### src/hw/lgc_pkg.sv
// shared constants, types and decode helpers for the line config block
package lgc_pkg;
    localparam int NUM_CH = 14;
    localparam int SEG_W = 7;
    localparam int DATA_W = 8;
    localparam int ADDR_W = 8;
    // per-channel segment registers, channel 0 offsets and stride
    localparam logic [7:0] SEG_SIX_OFF = 8'h0d;
    localparam logic [7:0] SEG_SEVEN_OFF = 8'h0e;
    localparam logic [7:0] SEG_EIGHT_OFF = 8'h0f;
    localparam logic [7:0] CH_STRIDE = 8'h10;
    localparam logic [7:0] SEG_RST = 8'h00;
    localparam int SEG_SIGN_BIT = 6;
    // global configuration register
    localparam logic [7:0] GLOBAL_OFF = 8'he0;
    localparam logic [7:0] GLOBAL_RST = 8'h00;
    localparam int RAIL_FMT_BIT = 7;
    localparam int AUTO_ONES_BIT = 6;
    localparam int RX_EDGE_BIT = 5;
    localparam int TX_EDGE_BIT = 4;
    localparam int POL_BIT = 3;
    localparam int IRQ_EN_BIT = 1;
    localparam int SOFT_RST_BIT = 0;
    // interrupt registers, low byte channels 0-7, high byte 8-13
    localparam logic [7:0] IRQ_STAT_LO = 8'hf0;
    localparam logic [7:0] IRQ_STAT_HI = 8'hf1;
    localparam logic [7:0] IRQ_EN_LO = 8'hf2;
    localparam logic [7:0] IRQ_EN_HI = 8'hf3;
    localparam logic [7:0] IRQ_CLR_LO = 8'hf4;
    localparam logic [7:0] IRQ_CLR_HI = 8'hf5;
    // soft reset hold time, must be exceeded
    localparam int CLK_PERIOD_PS = 5000;
    localparam int SRST_TIME_US = 10;
    localparam int SRST_MIN = (SRST_TIME_US * 1000000 + CLK_PERIOD_PS - 1) / CLK_PERIOD_PS;
    localparam logic [11:0] SRST_CYCLES = 12'(SRST_MIN + 1);

    typedef struct packed {
        logic [7:0] addr;
        logic [7:0] wdata;
        logic wr;
        logic rd;
    } lgc_bus_s;

    typedef struct packed {
        logic rail_fmt;
        logic auto_ones;
        logic rx_edge;
        logic tx_edge;
        logic pol;
        logic irq_en;
    } lgc_cfg_s;

    function automatic logic seg_hit(input logic [7:0] a);
        return (a[7:4] < 4'(NUM_CH)) && (a[3:0] >= SEG_SIX_OFF[3:0]);
    endfunction : seg_hit
endpackage : lgc_pkg

### src/hw/lgc_chan_seg.sv
// three arbitrary pulse segment registers of one channel
`timescale 1ns/10ps
`default_nettype none
module lgc_chan_seg (
    // clock and reset
    input wire logic mclk,
    input wire logic nrst,
    // write from the decoder
    input wire logic wr_en,
    input wire logic [3:0] sub,
    input wire logic [6:0] wdata,
    // segment shapes and sign bits
    output logic [6:0] seg_six_shape,
    output logic [6:0] seg_seven_shape,
    output logic [6:0] seg_eight_shape,
    output logic [2:0] seg_positive
);
    import lgc_pkg::*;
    logic [6:0] six_ff, seven_ff, eight_ff;
    logic [6:0] nxt_six, nxt_seven, nxt_eight;

    always_comb begin
        nxt_six = six_ff;
        nxt_seven = seven_ff;
        nxt_eight = eight_ff;
        if (wr_en) begin
            case (sub)
                SEG_SIX_OFF[3:0]: nxt_six = wdata;
                SEG_SEVEN_OFF[3:0]: nxt_seven = wdata;
                SEG_EIGHT_OFF[3:0]: nxt_eight = wdata;
                default: nxt_six = six_ff;
            endcase
        end
    end

    // only the hardware reset clears these
    always_ff @(posedge mclk or negedge nrst) begin
        if (!nrst) begin
            six_ff <= SEG_RST[6:0];
            seven_ff <= SEG_RST[6:0];
            eight_ff <= SEG_RST[6:0];
        end else begin
            six_ff <= nxt_six;
            seven_ff <= nxt_seven;
            eight_ff <= nxt_eight;
        end
    end

    assign seg_six_shape = six_ff;
    assign seg_seven_shape = seven_ff;
    assign seg_eight_shape = eight_ff;
    // one means positive direction
    assign seg_positive = {eight_ff[SEG_SIGN_BIT], seven_ff[SEG_SIGN_BIT], six_ff[SEG_SIGN_BIT]};
endmodule : lgc_chan_seg
`default_nettype wire

### src/hw/lgc_soft_rst_timer.sv
// qualifies the soft reset bit by its hold time
`timescale 1ns/10ps
`default_nettype none
module lgc_soft_rst_timer (
    // clock and reset
    input wire logic mclk,
    input wire logic nrst,
    // soft reset bit as written
    input wire logic hold,
    // core reset, high while qualified
    output logic core_rst
);
    import lgc_pkg::*;
    logic [11:0] cnt_ff, nxt_cnt;
    logic rst_ff, nxt_rst;

    // short glitches of the bit never reset the core
    always_comb begin
        nxt_cnt = 12'h000;
        if (hold) begin
            nxt_cnt = (cnt_ff == SRST_CYCLES) ? cnt_ff : cnt_ff + 12'h001;
        end
        nxt_rst = (nxt_cnt == SRST_CYCLES);
    end

    always_ff @(posedge mclk or negedge nrst) begin
        if (!nrst) begin
            cnt_ff <= 12'h000;
            rst_ff <= 1'b0;
        end else begin
            cnt_ff <= nxt_cnt;
            rst_ff <= nxt_rst;
        end
    end

    assign core_rst = rst_ff;
endmodule : lgc_soft_rst_timer
`default_nettype wire

### src/hw/lgc_line_cfg.sv
// global line config, pulse segments six to eight, interrupt and rail path
//
// Design decision made here: the strobed register port.
`timescale 1ns/10ps
`default_nettype none
// Summary of operation
// - per channel segment six at 0x0d-0xdd
// - per channel segment seven at 0x0e-0xde
// - per channel segment eight at 0x0f-0xdf
// - segment bit 7 unused, reads zero
// - segment top bit: one positive, zero negative
// - global bit 7: one single rail
// - bit 6: send ones on signal loss
// - bit 5: rx output edge, one falling
// - bit 4: tx sample edge, one rising
// - bit 3: one makes data active low
// - bit 1 gates every interrupt
// - bit 0 held over 10us resets core
module lgc_line_cfg (
    // clock and reset
    input wire logic mclk,
    input wire logic nrst,
    // register port
    input wire lgc_pkg::lgc_bus_s bus,
    output logic [7:0] rdata,
    output logic irq,
    // line status and data
    input wire logic [13:0] rx_signal_loss,
    input wire logic [13:0] tx_positive_rail,
    input wire logic [13:0] tx_negative_rail,
    input wire logic [13:0] rx_pos_line,
    input wire logic [13:0] rx_neg_line,
    output logic [13:0] tx_pos_line,
    output logic [13:0] tx_neg_line,
    output logic [13:0] rx_positive_rail,
    output logic [13:0] rx_negative_rail,
    output logic [13:0] send_all_ones,
    // configuration to the line core
    output var lgc_pkg::lgc_cfg_s cfg,
    output logic soft_core_reset,
    output logic [13:0][6:0] seg_six_shape,
    output logic [13:0][6:0] seg_seven_shape,
    output logic [13:0][6:0] seg_eight_shape,
    output logic [13:0][2:0] seg_positive
);
    import lgc_pkg::*;

    logic [3:0] ch;
    logic hit_seg;
    assign ch = bus.addr[7:4];
    assign hit_seg = seg_hit(bus.addr);

    genvar gi;
    generate
        for (gi = 0; gi < NUM_CH; gi++) begin : g_ch
            lgc_chan_seg u_seg (
                .mclk(mclk),
                .nrst(nrst),
                .wr_en(bus.wr && hit_seg && (ch == 4'(gi))),
                .sub(bus.addr[3:0]),
                .wdata(bus.wdata[6:0]),
                .seg_six_shape(seg_six_shape[gi]),
                .seg_seven_shape(seg_seven_shape[gi]),
                .seg_eight_shape(seg_eight_shape[gi]),
                .seg_positive(seg_positive[gi])
            );
        end
    endgenerate

    // global configuration
    logic [7:0] glb_ff, nxt_glb;
    always_comb begin
        nxt_glb = glb_ff;
        if (bus.wr && bus.addr == GLOBAL_OFF) begin
            nxt_glb = bus.wdata;
        end
    end

    always_ff @(posedge mclk or negedge nrst) begin
        if (!nrst) begin
            glb_ff <= GLOBAL_RST;
        end else begin
            glb_ff <= nxt_glb;
        end
    end

    assign cfg.rail_fmt = glb_ff[RAIL_FMT_BIT];
    assign cfg.auto_ones = glb_ff[AUTO_ONES_BIT];
    assign cfg.rx_edge = glb_ff[RX_EDGE_BIT];
    assign cfg.tx_edge = glb_ff[TX_EDGE_BIT];
    assign cfg.pol = glb_ff[POL_BIT];
    assign cfg.irq_en = glb_ff[IRQ_EN_BIT];

    lgc_soft_rst_timer u_srst (
        .mclk(mclk),
        .nrst(nrst),
        .hold(glb_ff[SOFT_RST_BIT]),
        .core_rst(soft_core_reset)
    );

    // interrupt status, enable and clear
    logic [13:0] stat_ff, nxt_stat, ien_ff, nxt_ien, loss_d_ff, nxt_loss_d;
    logic [15:0] clr16, stat16, ien16;
    logic irq_ff, nxt_irq;
    assign stat16 = 16'(stat_ff);
    assign ien16 = 16'(ien_ff);

    always_comb begin
        clr16 = 16'h0000;
        nxt_ien = ien_ff;
        if (bus.wr) begin
            case (bus.addr)
                IRQ_CLR_LO: clr16 = {8'h00, bus.wdata};
                IRQ_CLR_HI: clr16 = {bus.wdata, 8'h00};
                IRQ_EN_LO: nxt_ien = {ien_ff[13:8], bus.wdata};
                IRQ_EN_HI: nxt_ien = {bus.wdata[5:0], ien_ff[7:0]};
                default: clr16 = 16'h0000;
            endcase
        end
        // edge detector is core logic, soft reset rearms it
        nxt_loss_d = soft_core_reset ? 14'h0000 : rx_signal_loss;
        // a new event beats a clear in the same cycle
        nxt_stat = (stat_ff & ~clr16[13:0])
            | (rx_signal_loss & ~loss_d_ff & {NUM_CH{cfg.irq_en}});
        nxt_irq = cfg.irq_en && |(nxt_stat & ien_ff);
    end

    always_ff @(posedge mclk or negedge nrst) begin
        if (!nrst) begin
            stat_ff <= 14'h0000;
            ien_ff <= 14'h0000;
            loss_d_ff <= 14'h0000;
            irq_ff <= 1'b0;
        end else begin
            stat_ff <= nxt_stat;
            ien_ff <= nxt_ien;
            loss_d_ff <= nxt_loss_d;
            irq_ff <= nxt_irq;
        end
    end
    assign irq = irq_ff;

    // read data, valid only in the cycle after the strobe
    logic [7:0] rdata_ff, nxt_rdata;
    always_comb begin
        nxt_rdata = 8'h00;
        if (bus.rd) begin
            if (hit_seg) begin
                case (bus.addr[3:0])
                    SEG_SIX_OFF[3:0]: nxt_rdata = {1'b0, seg_six_shape[ch]};
                    SEG_SEVEN_OFF[3:0]: nxt_rdata = {1'b0, seg_seven_shape[ch]};
                    SEG_EIGHT_OFF[3:0]: nxt_rdata = {1'b0, seg_eight_shape[ch]};
                    default: nxt_rdata = 8'h00;
                endcase
            end else begin
                case (bus.addr)
                    GLOBAL_OFF: nxt_rdata = glb_ff;
                    IRQ_STAT_LO: nxt_rdata = stat16[7:0];
                    IRQ_STAT_HI: nxt_rdata = stat16[15:8];
                    IRQ_EN_LO: nxt_rdata = ien16[7:0];
                    IRQ_EN_HI: nxt_rdata = ien16[15:8];
                    default: nxt_rdata = 8'h00;
                endcase
            end
        end
    end

    always_ff @(posedge mclk or negedge nrst) begin
        if (!nrst) begin
            rdata_ff <= 8'h00;
        end else begin
            rdata_ff <= nxt_rdata;
        end
    end
    assign rdata = rdata_ff;

    // rail path: polarity, rail format and forced ones
    logic [13:0] pol_v, tx_p, tx_n, rx_p, rx_n;
    logic [13:0] tx_positive_rail_ff, tx_negative_rail_ff, rx_positive_rail_ff, rx_negative_rail_ff, aones_ff;
    logic [13:0] nxt_tx_positive_rail, nxt_tx_negative_rail, nxt_rx_positive_rail, nxt_rx_negative_rail, nxt_aones;
    assign pol_v = {NUM_CH{cfg.pol}};

    always_comb begin
        tx_p = tx_positive_rail ^ pol_v;
        tx_n = cfg.rail_fmt ? 14'h0000 : tx_negative_rail ^ pol_v;
        rx_p = cfg.rail_fmt ? (rx_pos_line | rx_neg_line) : rx_pos_line;
        rx_n = cfg.rail_fmt ? 14'h0000 : rx_neg_line;
        nxt_aones = rx_signal_loss & {NUM_CH{cfg.auto_ones}};
        nxt_tx_positive_rail = tx_p | nxt_aones;
        nxt_tx_negative_rail = tx_n & ~nxt_aones;
        nxt_rx_positive_rail = rx_p ^ pol_v;
        nxt_rx_negative_rail = rx_n ^ (pol_v & {NUM_CH{~cfg.rail_fmt}});
        if (soft_core_reset) begin
            nxt_aones = 14'h0000;
            nxt_tx_positive_rail = 14'h0000;
            nxt_tx_negative_rail = 14'h0000;
            nxt_rx_positive_rail = 14'h0000;
            nxt_rx_negative_rail = 14'h0000;
        end
    end

    always_ff @(posedge mclk or negedge nrst) begin
        if (!nrst) begin
            tx_positive_rail_ff <= 14'h0000;
            tx_negative_rail_ff <= 14'h0000;
            rx_positive_rail_ff <= 14'h0000;
            rx_negative_rail_ff <= 14'h0000;
            aones_ff <= 14'h0000;
        end else begin
            tx_positive_rail_ff <= nxt_tx_positive_rail;
            tx_negative_rail_ff <= nxt_tx_negative_rail;
            rx_positive_rail_ff <= nxt_rx_positive_rail;
            rx_negative_rail_ff <= nxt_rx_negative_rail;
            aones_ff <= nxt_aones;
        end
    end
    assign tx_pos_line = tx_positive_rail_ff;
    assign tx_neg_line = tx_negative_rail_ff;
    assign rx_positive_rail = rx_positive_rail_ff;
    assign rx_negative_rail = rx_negative_rail_ff;
    assign send_all_ones = aones_ff;

    // assertion helper: held soft reset cycles, counted apart from the timer
    logic [11:0] held_ff, nxt_held;
    always_comb begin
        nxt_held = 12'h000;
        if (glb_ff[SOFT_RST_BIT]) begin
            nxt_held = (held_ff == SRST_CYCLES) ? held_ff : held_ff + 12'h001;
        end
    end

    always_ff @(posedge mclk or negedge nrst) begin
        if (!nrst) begin
            held_ff <= 12'h000;
        end else begin
            held_ff <= nxt_held;
        end
    end
endmodule : lgc_line_cfg
`default_nettype wire

### config.mk
export PLATFORM = sky130hd
export DESIGN_NAME = lgc_line_cfg
export DESIGN_NICKNAME = d
export VERILOG_FILES = /design/src/hw/lgc_pkg.sv /design/src/hw/lgc_chan_seg.sv /design/src/hw/lgc_soft_rst_timer.sv /design/src/hw/lgc_line_cfg.sv
export SDC_FILE = /design/constraint.sdc
export NUM_CORES = 1
export LEC_CHECK = 0
export BUFFER_PORTS_ARGS = -buffer_cell sky130_fd_sc_hd__buf_2
export CORE_UTILIZATION = 35
export CTS_BUF_LIST = sky130_fd_sc_hd__clkbuf_16
export DETAILED_ROUTE_END_ITERATION = 8
export GPL_TIMING_DRIVEN = 0
export PLACE_DENSITY = 0.55
export SYNTH_ARGS = -nofsm -noshare
export SYNTH_HDL_FRONTEND = slang
export SYNTH_SLANG_ARGS = --single-unit
### constraint.sdc
create_clock -name mclk -period 2.3 [get_ports mclk]
set_input_delay 0.345 -clock mclk [delete_from_list [all_inputs] [get_ports mclk]]
set_output_delay 0.345 -clock mclk [all_outputs]
set_load 0.05 [all_outputs]
-- Yosys cells after proc, flatten, opt, wreduce, memory -nomap -nowiden
Index checks and enable logic that the tools add are counted.
- add/sub/neg operators: 1
- multiply operators: 0
- divide/modulo/power cells: 0
- $lt $le $gt $ge: 3
- equality and inequality tests: 25
- shift operators: 0
- muxes and demuxes: 24
- bitwise gates (word level): 20
- reduce and logical (&&, ||, !) cells: 64
- operators by type and width (operator ; count):
    14-bit two-way mux ; 10
    14-bit AND ; 7
    7-bit binary-select mux with 4-bit select ; 3
    2-bit AND reduction ; 42
    8-bit equality test, second input constant ; 7
    14-bit one-hot mux with 2 select lines ; 2
    14-bit XOR ; 4
    14-bit NOT ; 3
    14-bit OR ; 3
    8-bit one-hot mux with 5 select lines ; 1
    4-bit equality test, second input constant ; 9
    12-bit by 11-bit equality test with 1-bit output, second input constant ; 2
    12-bit two-way mux ; 2
    7-bit two-way mux ; 3
    7-bit one-hot mux with 3 select lines ; 1
    1-bit logical AND ; 18
    4-bit by 3-bit equality test with 1-bit output, second input constant ; 4
    8-bit two-way mux ; 2
    14-bit OR reduction ; 1
    12-bit by 1-bit adder with 12-bit output, second input constant ; 1
    4-bit by 2-bit equality test with 1-bit output, second input constant ; 2
    3-bit AND reduction ; 2
    4-bit by 5-bit < comparator with 1-bit output, second input constant ; 1
    4-bit by 1-bit equality test with 1-bit output, second input constant ; 1
    4 further kinds ; 6
- flip-flop bits (word level): 436
- bits in latches: 0
- RAM bits: 0
- ROM bits: 0
- input bits: 90
- output and inout bits: 422
- logic and storage cells: 193
- memories kept: 0

-- Logic depth before layout (Yosys ltp)
Gate-level depths: netlist of the first run.
- depth in word-level cells: 9
- mapped depth: 9

-- Modules after synthesis
Synthesis of the first run repeated with hierarchy kept, for this count alone.
- cell total of the unflattened synthesis: 1544
- area total of the unflattened synthesis: 21329.2 um^2
- by module, submodules not included (module ; times used ; cells an instance ; area each (um^2) ; seq. area each (um^2)):
    lgc_chan_seg ; 14 ; 51 ; 898.4 ; 525.5
    lgc_line_cfg ; 1 ; 753 ; 7986.4 ; 3228.1
    lgc_soft_rst_timer ; 1 ; 77 ; 765.7 ; 325.3

-- Least setup slack after synthesis of the first run
OpenSTA, ideal clock, no wires.
- path type: input to register
- start point: input bus[14] (netlist name)
- end point: register rdata_ff[3] (netlist: rdata[3])
- setup time: 0.120 ns
- arrival time: 1.988 ns
- path slack: 0.191 ns
- stages on the path: 7
- cells stage by stage: buf_6 -> buf_4 -> buf_2 -> mux4_2 -> a22oi_1 -> nand4_1 -> o211a_1
- word-level cells in the longest chain between the ends: 5
- elaborated cells between the ends (all ways): 17
- RTL lines (item ; RTL line ; RTL):
    start: declaration ; lgc_line_cfg.sv:24 ; input wire lgc_pkg::lgc_bus_s bus,
    7-bit binary-select mux with 4-bit select (on tied branches) ; lgc_line_cfg.sv:152, lgc_line_cfg.sv:150, lgc_line_cfg.sv:151 ;
    7-bit two-way mux (on tied branches) ; lgc_line_cfg.sv:152, lgc_line_cfg.sv:150, lgc_line_cfg.sv:151 ;
    7-bit one-hot mux with 3 select lines ; lgc_line_cfg.sv:149 ; case (bus.addr[3:0])
    8-bit two-way mux * ; lgc_line_cfg.sv:148 ; if (hit_seg) begin
    8-bit two-way mux * ; lgc_line_cfg.sv:147 ; if (bus.rd) begin
    named net nxt_rdata[3] ; lgc_line_cfg.sv:144 ; logic [7:0] rdata_ff, nxt_rdata;
    end signal: assignment ; lgc_line_cfg.sv:172 ; rdata_ff <= nxt_rdata;
    end: declaration ; lgc_line_cfg.sv:144 ;
Mark *: on every way through the listed nets, which the timed path passes. The rest lies on a longest branch. The select of a mux whose other input is x is not followed.
A chain may end at the register's enable or synchronous reset.

-- Worst setup path in the final report of the first run
- start point: input bus[15] (netlist name)
- end point: register rdata_ff[1] (netlist: rdata[1])
The elaborated chain is that of the path after synthesis.

==> impl_metrics.py, run 1 <==
metrics = {
    "synthesis": {
        "yosysSeqAreaShare": 0.536,
        "synth_edf_count": 0,
        "ys_async_sr_fraction": 1.00,
        "synth_area_sq_um": 20400,
        "syn_inst": 1576,
        "synth_warnings": 0,
        "synth_ff_type": "dfrtp_1",
        "avgSynthCellArea_sq_um": 12.9,
        "syn-num-nets": 1668,
        "ys_ff_latch": 436,
        "ys_types": 70,
    },
    "setup_path": {
        "crit_chain": "buf_2 -> buf_6 -> buf_2 -> clkdlybuf4s15_2 -> mux4_2 -> a22oi_1 -> nand4_1 -> o211a_1",
        "worstPathArrival_ns": 2.80,
        "critPathCapture": "rdata[1]",
        "cp-startpoint": "bus[15]",
        "crit_top_cell": "buf_2",
        "rrSetupSlack_ns": 0.17,
        "worstSetupStartpointType": "input port",
        "crit_type": "input port to flip-flop",
        "r2r-start": "glb_ff[1]",
        "worstSetupEndpointType": "flip-flop",
        "r2r_end": "irq",
        "worst-r2r-cell-count": 6,
        "crit_path_top_delay_cell": "clkdlybuf4s15_2",
        "critPathMaxFanout": 10,
        "cp.required_ns": 2.78,
        "worst_path_largest_cell_delay_ns": 0.50,
    },
    "grt": {
        "gr-usage-all-layers": 0.270,
        "grt_pass1_wl_mm": 115,
        "antenna_found_initial": 6,
        "gr-total-overflow": 0,
        "grt_start_max_net_pins": 120,
        "grt_pass1_vias": 15856,
    },
    "pwr": {
        "vdd_drop_max_mv": 0.501,
        "p_per_area_nw_per_um2": 734,
        "p_leak_nw": 13.4,
    },
    "clocking": {
        "clock-sinks": 436,
        "clk_latency_ns": 0.62,
        "tritoncts": "yes",
        "clkTransAtPathRegs_ns": 0.06,
        "htreeDepth": 2,
        "ctsLongestPathBuffers": 3,
        "cts-buffers-inserted": 50,
        "clockRootBuffer": "clkbuf_16",
    },
    "placed_design": {
        "dp_hpwl_mm": 61.0,
        "place_area_sq_um": 23900,
        "portBuffers": 504,
        "gp_congestion": 0.929,
        "dp_cells": 2848,
    },
    "final_layout": {
        "drive_gt1_frac": 0.481,
        "final_common_cell": "buf_2",
        "area.growth.synth_to_final_pct": 27.3,
        "nets": 2259,
        "most-common-layout-cells": "buf_2 (516), dfrtp_1 (435), mux2_2 (322), nor2_1 (84), clkbuf_1 (66)",
        "design_area_sq_um": 25900,
        "nFillCells": 5404,
        "stdcell_count": 2974,
    },
    "outcome": {
        "outcome": "finished, violations left",
        "violations": "negative setup slack",
    },
    "sta": {
        "tightest_slew_ns": 1.13,
        "setup_slack_ns": -0.0129,
        "fmax_ghz": 0.432,
        "finClkSkew_ns": 0.0242,
        "drv_slew": 0,
        "rsz0062_at_grt": "true",
        "tns_ns": -0.0129,
        "setup_viol": 1,
        "finalHoldViolCount": 0,
        "fin_crit_ns": 2.31,
        "finalCritPeriodShare": 1.01,
        "max_slew_margin": 0.248,
    },
    "floorplanning": {
        "row_count": 88,
        "start_util": 0.354,
        "pin_count": 512,
        "die-width_microns": 243,
        "core_area_sq_um": 57600,
        "dieArea_sq_um": 59200,
        "die_y_microns": 243,
    },
    "drt": {
        "wl_per_cell_microns": 27.3,
        "drc": 0,
        "ant_nets": 0,
        "routed_wl_mm": 81.3,
        "num_vias": 15926,
        "first_pass_iters": 5,
        "drt_iter0_markers": 1048,
        "viasPerCell": 5.36,
    },
    "hold_path": {
        "hold_path_class": "input port to flip-flop",
    },
    "flow_run": {
        "cap_violations": 0,
    },
}
Yosys cell counts (all sizes together), types with 7 or more instances:
cell	instances	area share
xnor2	31	0.013
a22oi	17	0.0063
nor3	9	0.0037
mux2i	63	0.031
a21oi	37	0.0091
clkbuf	69	0.013
and3b	7	0.0030
o21bai	13	0.0048
buf	87	0.028
dfrtp	436	0.54
a221oi	16	0.0069
o22ai	21	0.0065
and2	17	0.0052
o21ai	54	0.013
mux2	322	0.18
nand3	29	0.0071
nand4	9	0.0028
xor2	20	0.0086
inv	7	0.0013
nor2b	18	0.0055
mux4	41	0.045
nand2	63	0.012
nand2b	9	0.0031
nor2	108	0.025
power breakdown:
group          switching, mW  internal (mW)
sequential             0.256           8.03
combinational           2.14          0.797
clock                   3.35           4.45
per-layer routing:
metal,vias to the layer above,share of wire,global-route usage
met5,-,0.00047,0
met4,6,0.037,0.0919
met3,147,0.070,0.0630
met2,669,0.47,0.440
met1,8292,0.42,0.352
li1,6812,-,-
critical path: cells and delay by family:
kind            cells  cell delay [ns]
compound gates      2             0.64
mux                 1             0.40
buf+inv             4             1.07
simple gates        1             0.32
worst min path at each step:
| stage | to | slack [ns] | depth (start not counted) | from |
|---|---|---|---|---|
| 6_report | rx_negative_rail[5] | 0.03 | 3 | rx_neg_line[5] |
| 5_1_grt | rx_negative_rail[4] | 0.02 | 3 | rx_neg_line[4] |
| 4_1_cts | rx_negative_rail[6] | 0.0002 | 3 | rx_neg_line[6] |
| 3_5_place_dp | rx_negative_rail[2] | 0.40 | 1 | nrst |
| 3_3_place_gp | stat_ff[7] | 0.44 | 1 | loss_d_ff[7] |
| 2_1_floorplan | g_ch[0].u_seg.seg_eight_shape[0] | 0.05 | 0 | nrst |
cells by family (layout without fill, tap and decap cells):
family | Yosys count | count (layout) | share of synthesized area
and+or+nand+nor | 303 | 303 | 0.0818
buffers and inverters | 163 | 794 | 0.0420
AOI/OAI and AO/OA | 195 | 195 | 0.0629
adders and majority gates | 2 | 2 | 0.00123
muxes | 426 | 426 | 0.254
DFF | 436 | 436 | 0.536
xor gates and xnor gates | 51 | 51 | 0.0219
other | 0 | 2 | 0
cell type report:
type	instances	area, sq um	share of cell area
multi-input combinational	977	8640	0.333
sequential	436	10900	0.421
antenna	2	5.00	0.000193
clock buffer	51	1280	0.0492
tap	765	957	0.0369
clock inverter	41	304	0.0117
inverter	7	26.3	0.00101
timing repair buffer	541	2960	0.114
buffer	154	847	0.0327
sequential cells by signal, indices dropped and copies added, names as in the netlist:
register                    flops
g_ch.u_seg.seg_eight_shape     98
g_ch.u_seg.seg_seven_shape     98
g_ch.u_seg.seg_six_shape       98
ien_ff                         14
loss_d_ff                      14
rx_negative_rail               14
rx_positive_rail               14
send_all_ones                  14
stat_ff                        14
tx_neg_line                    14
tx_pos_line                    14
u_srst.cnt_ff                  12
glb_ff                          8
rdata                           8
irq                             1
u_srst.core_rst                 1
stage by stage:
| step | power (mW) | worst slack [ns] | util | hold slack, ns |
|---|---|---|---|---|
| global route | 19.6 | -0.00569 | 0.450 | 0.0190 |
| finish | 19.0 | -0.0129 | 0.450 | 0.0322 |
| detailed placement | 11.3 | -0.873 | 0.416 | 0.398 |
| floorplan | 10.2 | 0.191 | - | 0.0494 |
| global placement | 11.3 | -8.05 | 0.414 | 0.437 |
| CTS | 19.2 | 0.000531 | 0.450 | 0.000222 |
repair_timing:
item	CTS	global route
endpoints found under the setup margin	21	86
hold buffers	34	0
endpoints found under the hold margin	110	0
resized for setup	11	17
pin swaps	0	1
setup buffers	0	0
cloned	0	0
Note: power is estimated with default switching activity, not from simulation.
==> run 2, diff against run 1 <==
--- a/config.mk
+++ b/config.mk
@@ -7,7 +7,6 @@
 export LEC_CHECK = 0
 export BUFFER_PORTS_ARGS = -buffer_cell sky130_fd_sc_hd__buf_2
 export CORE_UTILIZATION = 35
-export CTS_BUF_LIST = sky130_fd_sc_hd__clkbuf_16
 export DETAILED_ROUTE_END_ITERATION = 8
 export GPL_TIMING_DRIVEN = 0
 export PLACE_DENSITY = 0.55
==> impl_metrics.py, run 2 (synthesis gave the netlist of run 1 again) <==
metrics = {
    "outcome": {
        "outcome": "finished, violations left",
        "violations": "negative setup slack",
    },
    "drt": {
        "viasPerCell": 5.35,
        "num_vias": 15920,
        "ant_nets": 0,
        "drt_iter0_markers": 928,
        "wl_per_cell_microns": 27.4,
        "routed_wl_mm": 81.5,
        "drc": 0,
        "first_pass_iters": 5,
    },
    "sta": {
        "tns_ns": -0.218,
        "rsz0062_at_grt": "true",
        "tightest_slew_ns": 1.17,
        "fmax_ghz": 0.428,
        "setup_viol": 8,
        "fin_crit_ns": 2.34,
        "finalHoldViolCount": 0,
        "drv_slew": 0,
        "setup_slack_ns": -0.0357,
        "finalCritPeriodShare": 1.02,
        "max_slew_margin": 0.218,
        "finClkSkew_ns": 0.0215,
    },
    "clocking": {
        "clkTransAtPathRegs_ns": 0.06,
        "tritoncts": "yes",
        "clock-sinks": 436,
        "htreeDepth": 2,
        "cts_setup_buffers": 0,
        "clockRootBuffer": "clkbuf_16",
        "cts-buffers-inserted": 50,
        "clk_latency_ns": 0.61,
        "ctsLongestPathBuffers": 3,
    },
    "grt": {
        "gr-usage-all-layers": 0.271,
        "grt_start_max_net_pins": 120,
        "gr-total-overflow": 0,
        "antenna_found_initial": 6,
        "grt_pass1_vias": 15868,
        "grt_pass1_wl_mm": 115,
    },
    "floorplanning": {
        "pin_count": 512,
        "row_count": 88,
        "die_y_microns": 243,
        "dieArea_sq_um": 59200,
        "die-width_microns": 243,
        "start_util": 0.354,
        "core_area_sq_um": 57600,
    },
    "placed_design": {
        "gp_congestion": 0.929,
        "place_area_sq_um": 23900,
        "dpl_worst_slack_ns": -0.873,
        "dp_hpwl_mm": 61.0,
        "portBuffers": 504,
    },
    "pwr": {
        "p_leak_nw": 13.5,
        "power_mw": 19.6,
        "vdd_drop_max_mv": 0.569,
        "p_per_area_nw_per_um2": 752,
    },
    "final_layout": {
        "drive_gt1_frac": 0.488,
        "regArea_sq_um": 10900,
        "area.growth.synth_to_final_pct": 28.2,
        "final_common_cell": "buf_2",
        "design_area_sq_um": 26100,
        "most-common-layout-cells": "buf_2 (517), dfrtp_1 (435), mux2_2 (322), nor2_1 (84), clkbuf_1 (76)",
        "nets": 2263,
        "multi_input_area_sq_um": 8640,
        "nFillCells": 5383,
    },
    "setup_path": {
        "crit_type": "input port to flip-flop",
        "worstPathArrival_ns": 2.82,
        "worstSetupEndpointType": "flip-flop",
        "worstSetupStartpointType": "input port",
        "critPathMaxFanout": 10,
        "cp.required_ns": 2.78,
    },
    "hold_path": {
        "hold_path_class": "input port to flip-flop",
    },
    "flow_run": {
        "cap_violations": 0,
    },
}
[run 2: cell count changes in the layout (fill, tap and decap cells not counted)]
cell / change
clkbuf_8: +16
clkbuf_1: +10
buf_2: +1
dlygate4sd3_1: +3
clkinv_1: -16
inv_1: -10
[run 2: what timing repair did]
item / in CTS / in global routing
hold buffers: 37 / 0
pin swaps: 0 / 1
gates cloned: 0 / 0
resized for setup: 11 / 17
endpoints found under the hold margin: 113 / 0
endpoints found under the setup margin: 20 / 86
[run 2: critical path, stage by stage]
cell	delay (ns)
buf_2	0.22
clkbuf_1	0.57
buf_2	0.45
nand3b_1	0.21
nor3_4	0.59
mux2_2	0.41
[run 2: worst paths after layout]
kind / slack (ns) / from / end / cells past startpoint
setup / recovery: -0.04 / bus[1] / g_ch[10].u_seg.seg_eight_shape[5] / 6
hold / removal: 0.03 / tx_positive_rail[7] / tx_pos_line[7] / 3
setup reg to reg: 0.18 / glb_ff[1] / irq / 6
hold reg to reg: 0.44 / loss_d_ff[7] / stat_ff[7] / 1
max in group asynchronous: 0.34 / nrst / g_ch[12].u_seg.seg_six_shape[4] / 4
min in group asynchronous: 0.33 / nrst / rx_negative_rail[13] / 2
[run 2: layout make-up]
type                    count  area share
clock buffers              77      0.0587
clock inverters            15     0.00791
well taps                 765      0.0367
multi-input cells         977       0.331
repair buffers            544       0.114
diodes                      2    0.000192
plain buffers             155      0.0326
flip-flops and latches    436       0.418
inverters                   7     0.00101
[run 2: per-layer routing]
metal | global-route usage | wire, microns | part of all wire | vias to the layer above
met2 | 0.442 | 38800 | 0.48 | 650
met1 | 0.352 | 34500 | 0.42 | 8307
li1 | - | - | - | 6815
met4 | 0.0930 | 3000 | 0.037 | 6
met5 | 0 | 38 | 0.00047 | -
met3 | 0.0613 | 5080 | 0.062 | 142
[run 2: power breakdown]
group	switching [mW]	internal [mW]	total [mW]
clock network	3.36	5.03	8.40
logic	2.15	0.801	2.95
registers	0.257	8.03	8.28
[run 2: through the flow]
stage	cells	util	hold WS, ns
after floorplan	1576	-	0.0494
after global placement	2845	0.414	0.437
after detailed placement	2848	0.416	0.398
after CTS	2977	0.453	0.0000457
after global routing	2976	0.453	0.0189
final	2978	0.453	0.0330
==> run 3, diff against run 2 <==
==> constraint.sdc (replaced) <==
create_clock -name mclk -period 2.2 [get_ports mclk]
set_input_delay 0.33 -clock mclk [delete_from_list [all_inputs] [get_ports mclk]]
set_output_delay 0.33 -clock mclk [all_outputs]
set_load 0.05 [all_outputs]
==> impl_metrics.py, run 3 (synthesis gave the netlist of run 1 again) <==
metrics = {
    "outcome": {
        "outcome": "finished, violations left",
        "violations": "negative setup slack",
    },
    "grt": {
        "gr-usage-all-layers": 0.271,
        "antenna_found_initial": 2,
        "gr-total-overflow": 0,
        "grt_pass1_vias": 15881,
        "grt_pass1_wl_mm": 115,
        "grt_start_max_net_pins": 120,
    },
    "placed_design": {
        "place_area_sq_um": 23900,
        "gp_congestion": 0.929,
        "dpl_worst_slack_ns": -0.958,
        "dp_hpwl_mm": 61.0,
        "portBuffers": 504,
        "dp_cells": 2848,
    },
    "final_layout": {
        "design_area_sq_um": 26300,
        "most-common-layout-cells": "buf_2 (515), dfrtp_1 (435), mux2_2 (322), nor2_1 (84), clkbuf_1 (74)",
        "drive_gt1_frac": 0.488,
        "nets": 2275,
        "stdcell_count": 2988,
        "diodes": 0,
        "final_common_cell": "buf_2",
        "area.growth.synth_to_final_pct": 29.0,
        "final_core_util": 0.456,
        "nFillCells": 5375,
    },
    "pwr": {
        "combPwrFrac": 0.151,
        "power.clock.fraction": 0.427,
        "p_sw_mw": 6.02,
        "switching_share": 0.293,
        "p_int_mw": 14.5,
        "power_mw": 20.5,
        "seqPwrFrac": 0.422,
        "vdd_drop_max_mv": 0.593,
        "p_leak_nw": 13.5,
        "p_per_area_nw_per_um2": 781,
    },
    "clocking": {
        "clk_latency_ns": 0.61,
        "clockRootBuffer": "clkbuf_16",
        "clkTransAtPathRegs_ns": 0.06,
        "cts-buffers-inserted": 50,
        "clock-sinks": 436,
        "tritoncts": "yes",
        "ctsLongestPathBuffers": 3,
        "htreeDepth": 2,
    },
    "drt": {
        "drc": 0,
        "first_pass_iters": 5,
        "routed_wl_mm": 81.7,
        "wl_per_cell_microns": 27.3,
        "ant_nets": 0,
        "num_vias": 15917,
        "drt_iter0_markers": 1010,
        "viasPerCell": 5.33,
    },
    "setup_path": {
        "critPathMaxFanout": 10,
        "r2r-start": "glb_ff[6]",
        "rrSetupSlack_ns": 0.08,
        "worstPathArrival_ns": 2.69,
        "worst-r2r-cell-count": 4,
        "worstSetupStartpointType": "input port",
        "r2r_end": "tx_neg_line[3]",
        "crit_type": "input port to flip-flop",
        "cp.required_ns": 2.68,
        "worstSetupEndpointType": "flip-flop",
    },
    "hold_path": {
        "worstHoldStart": "rx_signal_loss[5]",
        "min_to": "tx_neg_line[5]",
        "hold_path_class": "input port to flip-flop",
        "hold_path_depth": 2,
    },
    "sta": {
        "setup_slack_ns": -0.0130,
        "fin_crit_ns": 2.21,
        "finalCritPeriodShare": 1.01,
        "tightest_slew_ns": 1.13,
        "finClkSkew_ns": 0.0167,
        "rsz0062_at_grt": "true",
        "finalHoldViolCount": 0,
        "drv_slew": 0,
        "max_slew_margin": 0.246,
        "fmax_ghz": 0.452,
        "setup_viol": 7,
    },
    "floorplanning": {
        "start_util": 0.354,
        "row_count": 88,
        "core_area_sq_um": 57600,
        "die_y_microns": 243,
        "pin_count": 512,
        "die-width_microns": 243,
        "dieArea_sq_um": 59200,
    },
    "flow_run": {
        "cap_violations": 0,
    },
}
-- run 3: power groups by stage --
stage	registers [mW]	logic, mW	clock network [mW]
final	8.66	3.11	8.77
after floorplan	9.71	0.966	0
after global routing	8.70	3.25	9.25
after detailed placement	8.79	3.02	0
after CTS	8.66	3.10	8.93
after global placement	8.79	2.98	0
-- run 3: critical path, cell delays in order --
cell      delay, ns
buf_2          0.13
buf_6          0.15
buf_2          0.22
clkbuf_4       0.27
nand2_2        0.26
clkbuf_2       0.37
nor2_1         0.08
o21ai_0        0.30
nand3_1        0.26
o211a_1        0.31
-- run 3: metrics by stage --
step,hold slack (ns),TNS [ns]
finish,0.0368,-0.0516
global route,0.0174,-1.38
CTS,0.00185,0
detailed placement,0.383,-155.48
global placement,0.437,-3671.43
floorplan,0.0344,0
-- run 3: worst max path at each step --
stage,from,to,slack [ns]
5_1_grt,bus[10],g_ch[9].u_seg.seg_seven_shape[3],-0.09
6_report,bus[15],rdata[3],-0.01
2_1_floorplan,bus[14],rdata[3],0.11
3_5_place_dp,bus[5],irq,-0.96
4_1_cts,bus[14],rdata[4],0.001
3_3_place_gp,nrst,g_ch[13].u_seg.seg_six_shape[0],-8.14
-- run 3: metal layers --
metal / vias up / track usage / share of wire
li1: 6830 / - / -
met4: 0 / 0.0908 / 0.034
met5: - / 0 / 0
met2: 673 / 0.444 / 0.48
met1: 8289 / 0.357 / 0.42
met3: 125 / 0.0559 / 0.065
-- run 3: area by class of cell --
type                            count  area, sq um  area share
Buffer                            155          872      0.0332
Sequential cell                   436        10900       0.415
Tap cell                          765          957      0.0364
Multi-Input combinational cell    977         8650       0.329
Clock buffer                       77         1530      0.0584
Clock inverter                     15          206     0.00786
Timing Repair Buffer              556         3110       0.118
Inverter                            7         26.3     0.00100
-- run 3: timing repair --
action,CTS,global route
resized for setup,21,21
endpoints found under the setup margin,62,212
hold buffers,46,0
endpoints found under the hold margin,126,0
gates cloned,0,0
pin swaps,1,0
buffers inserted,2,1
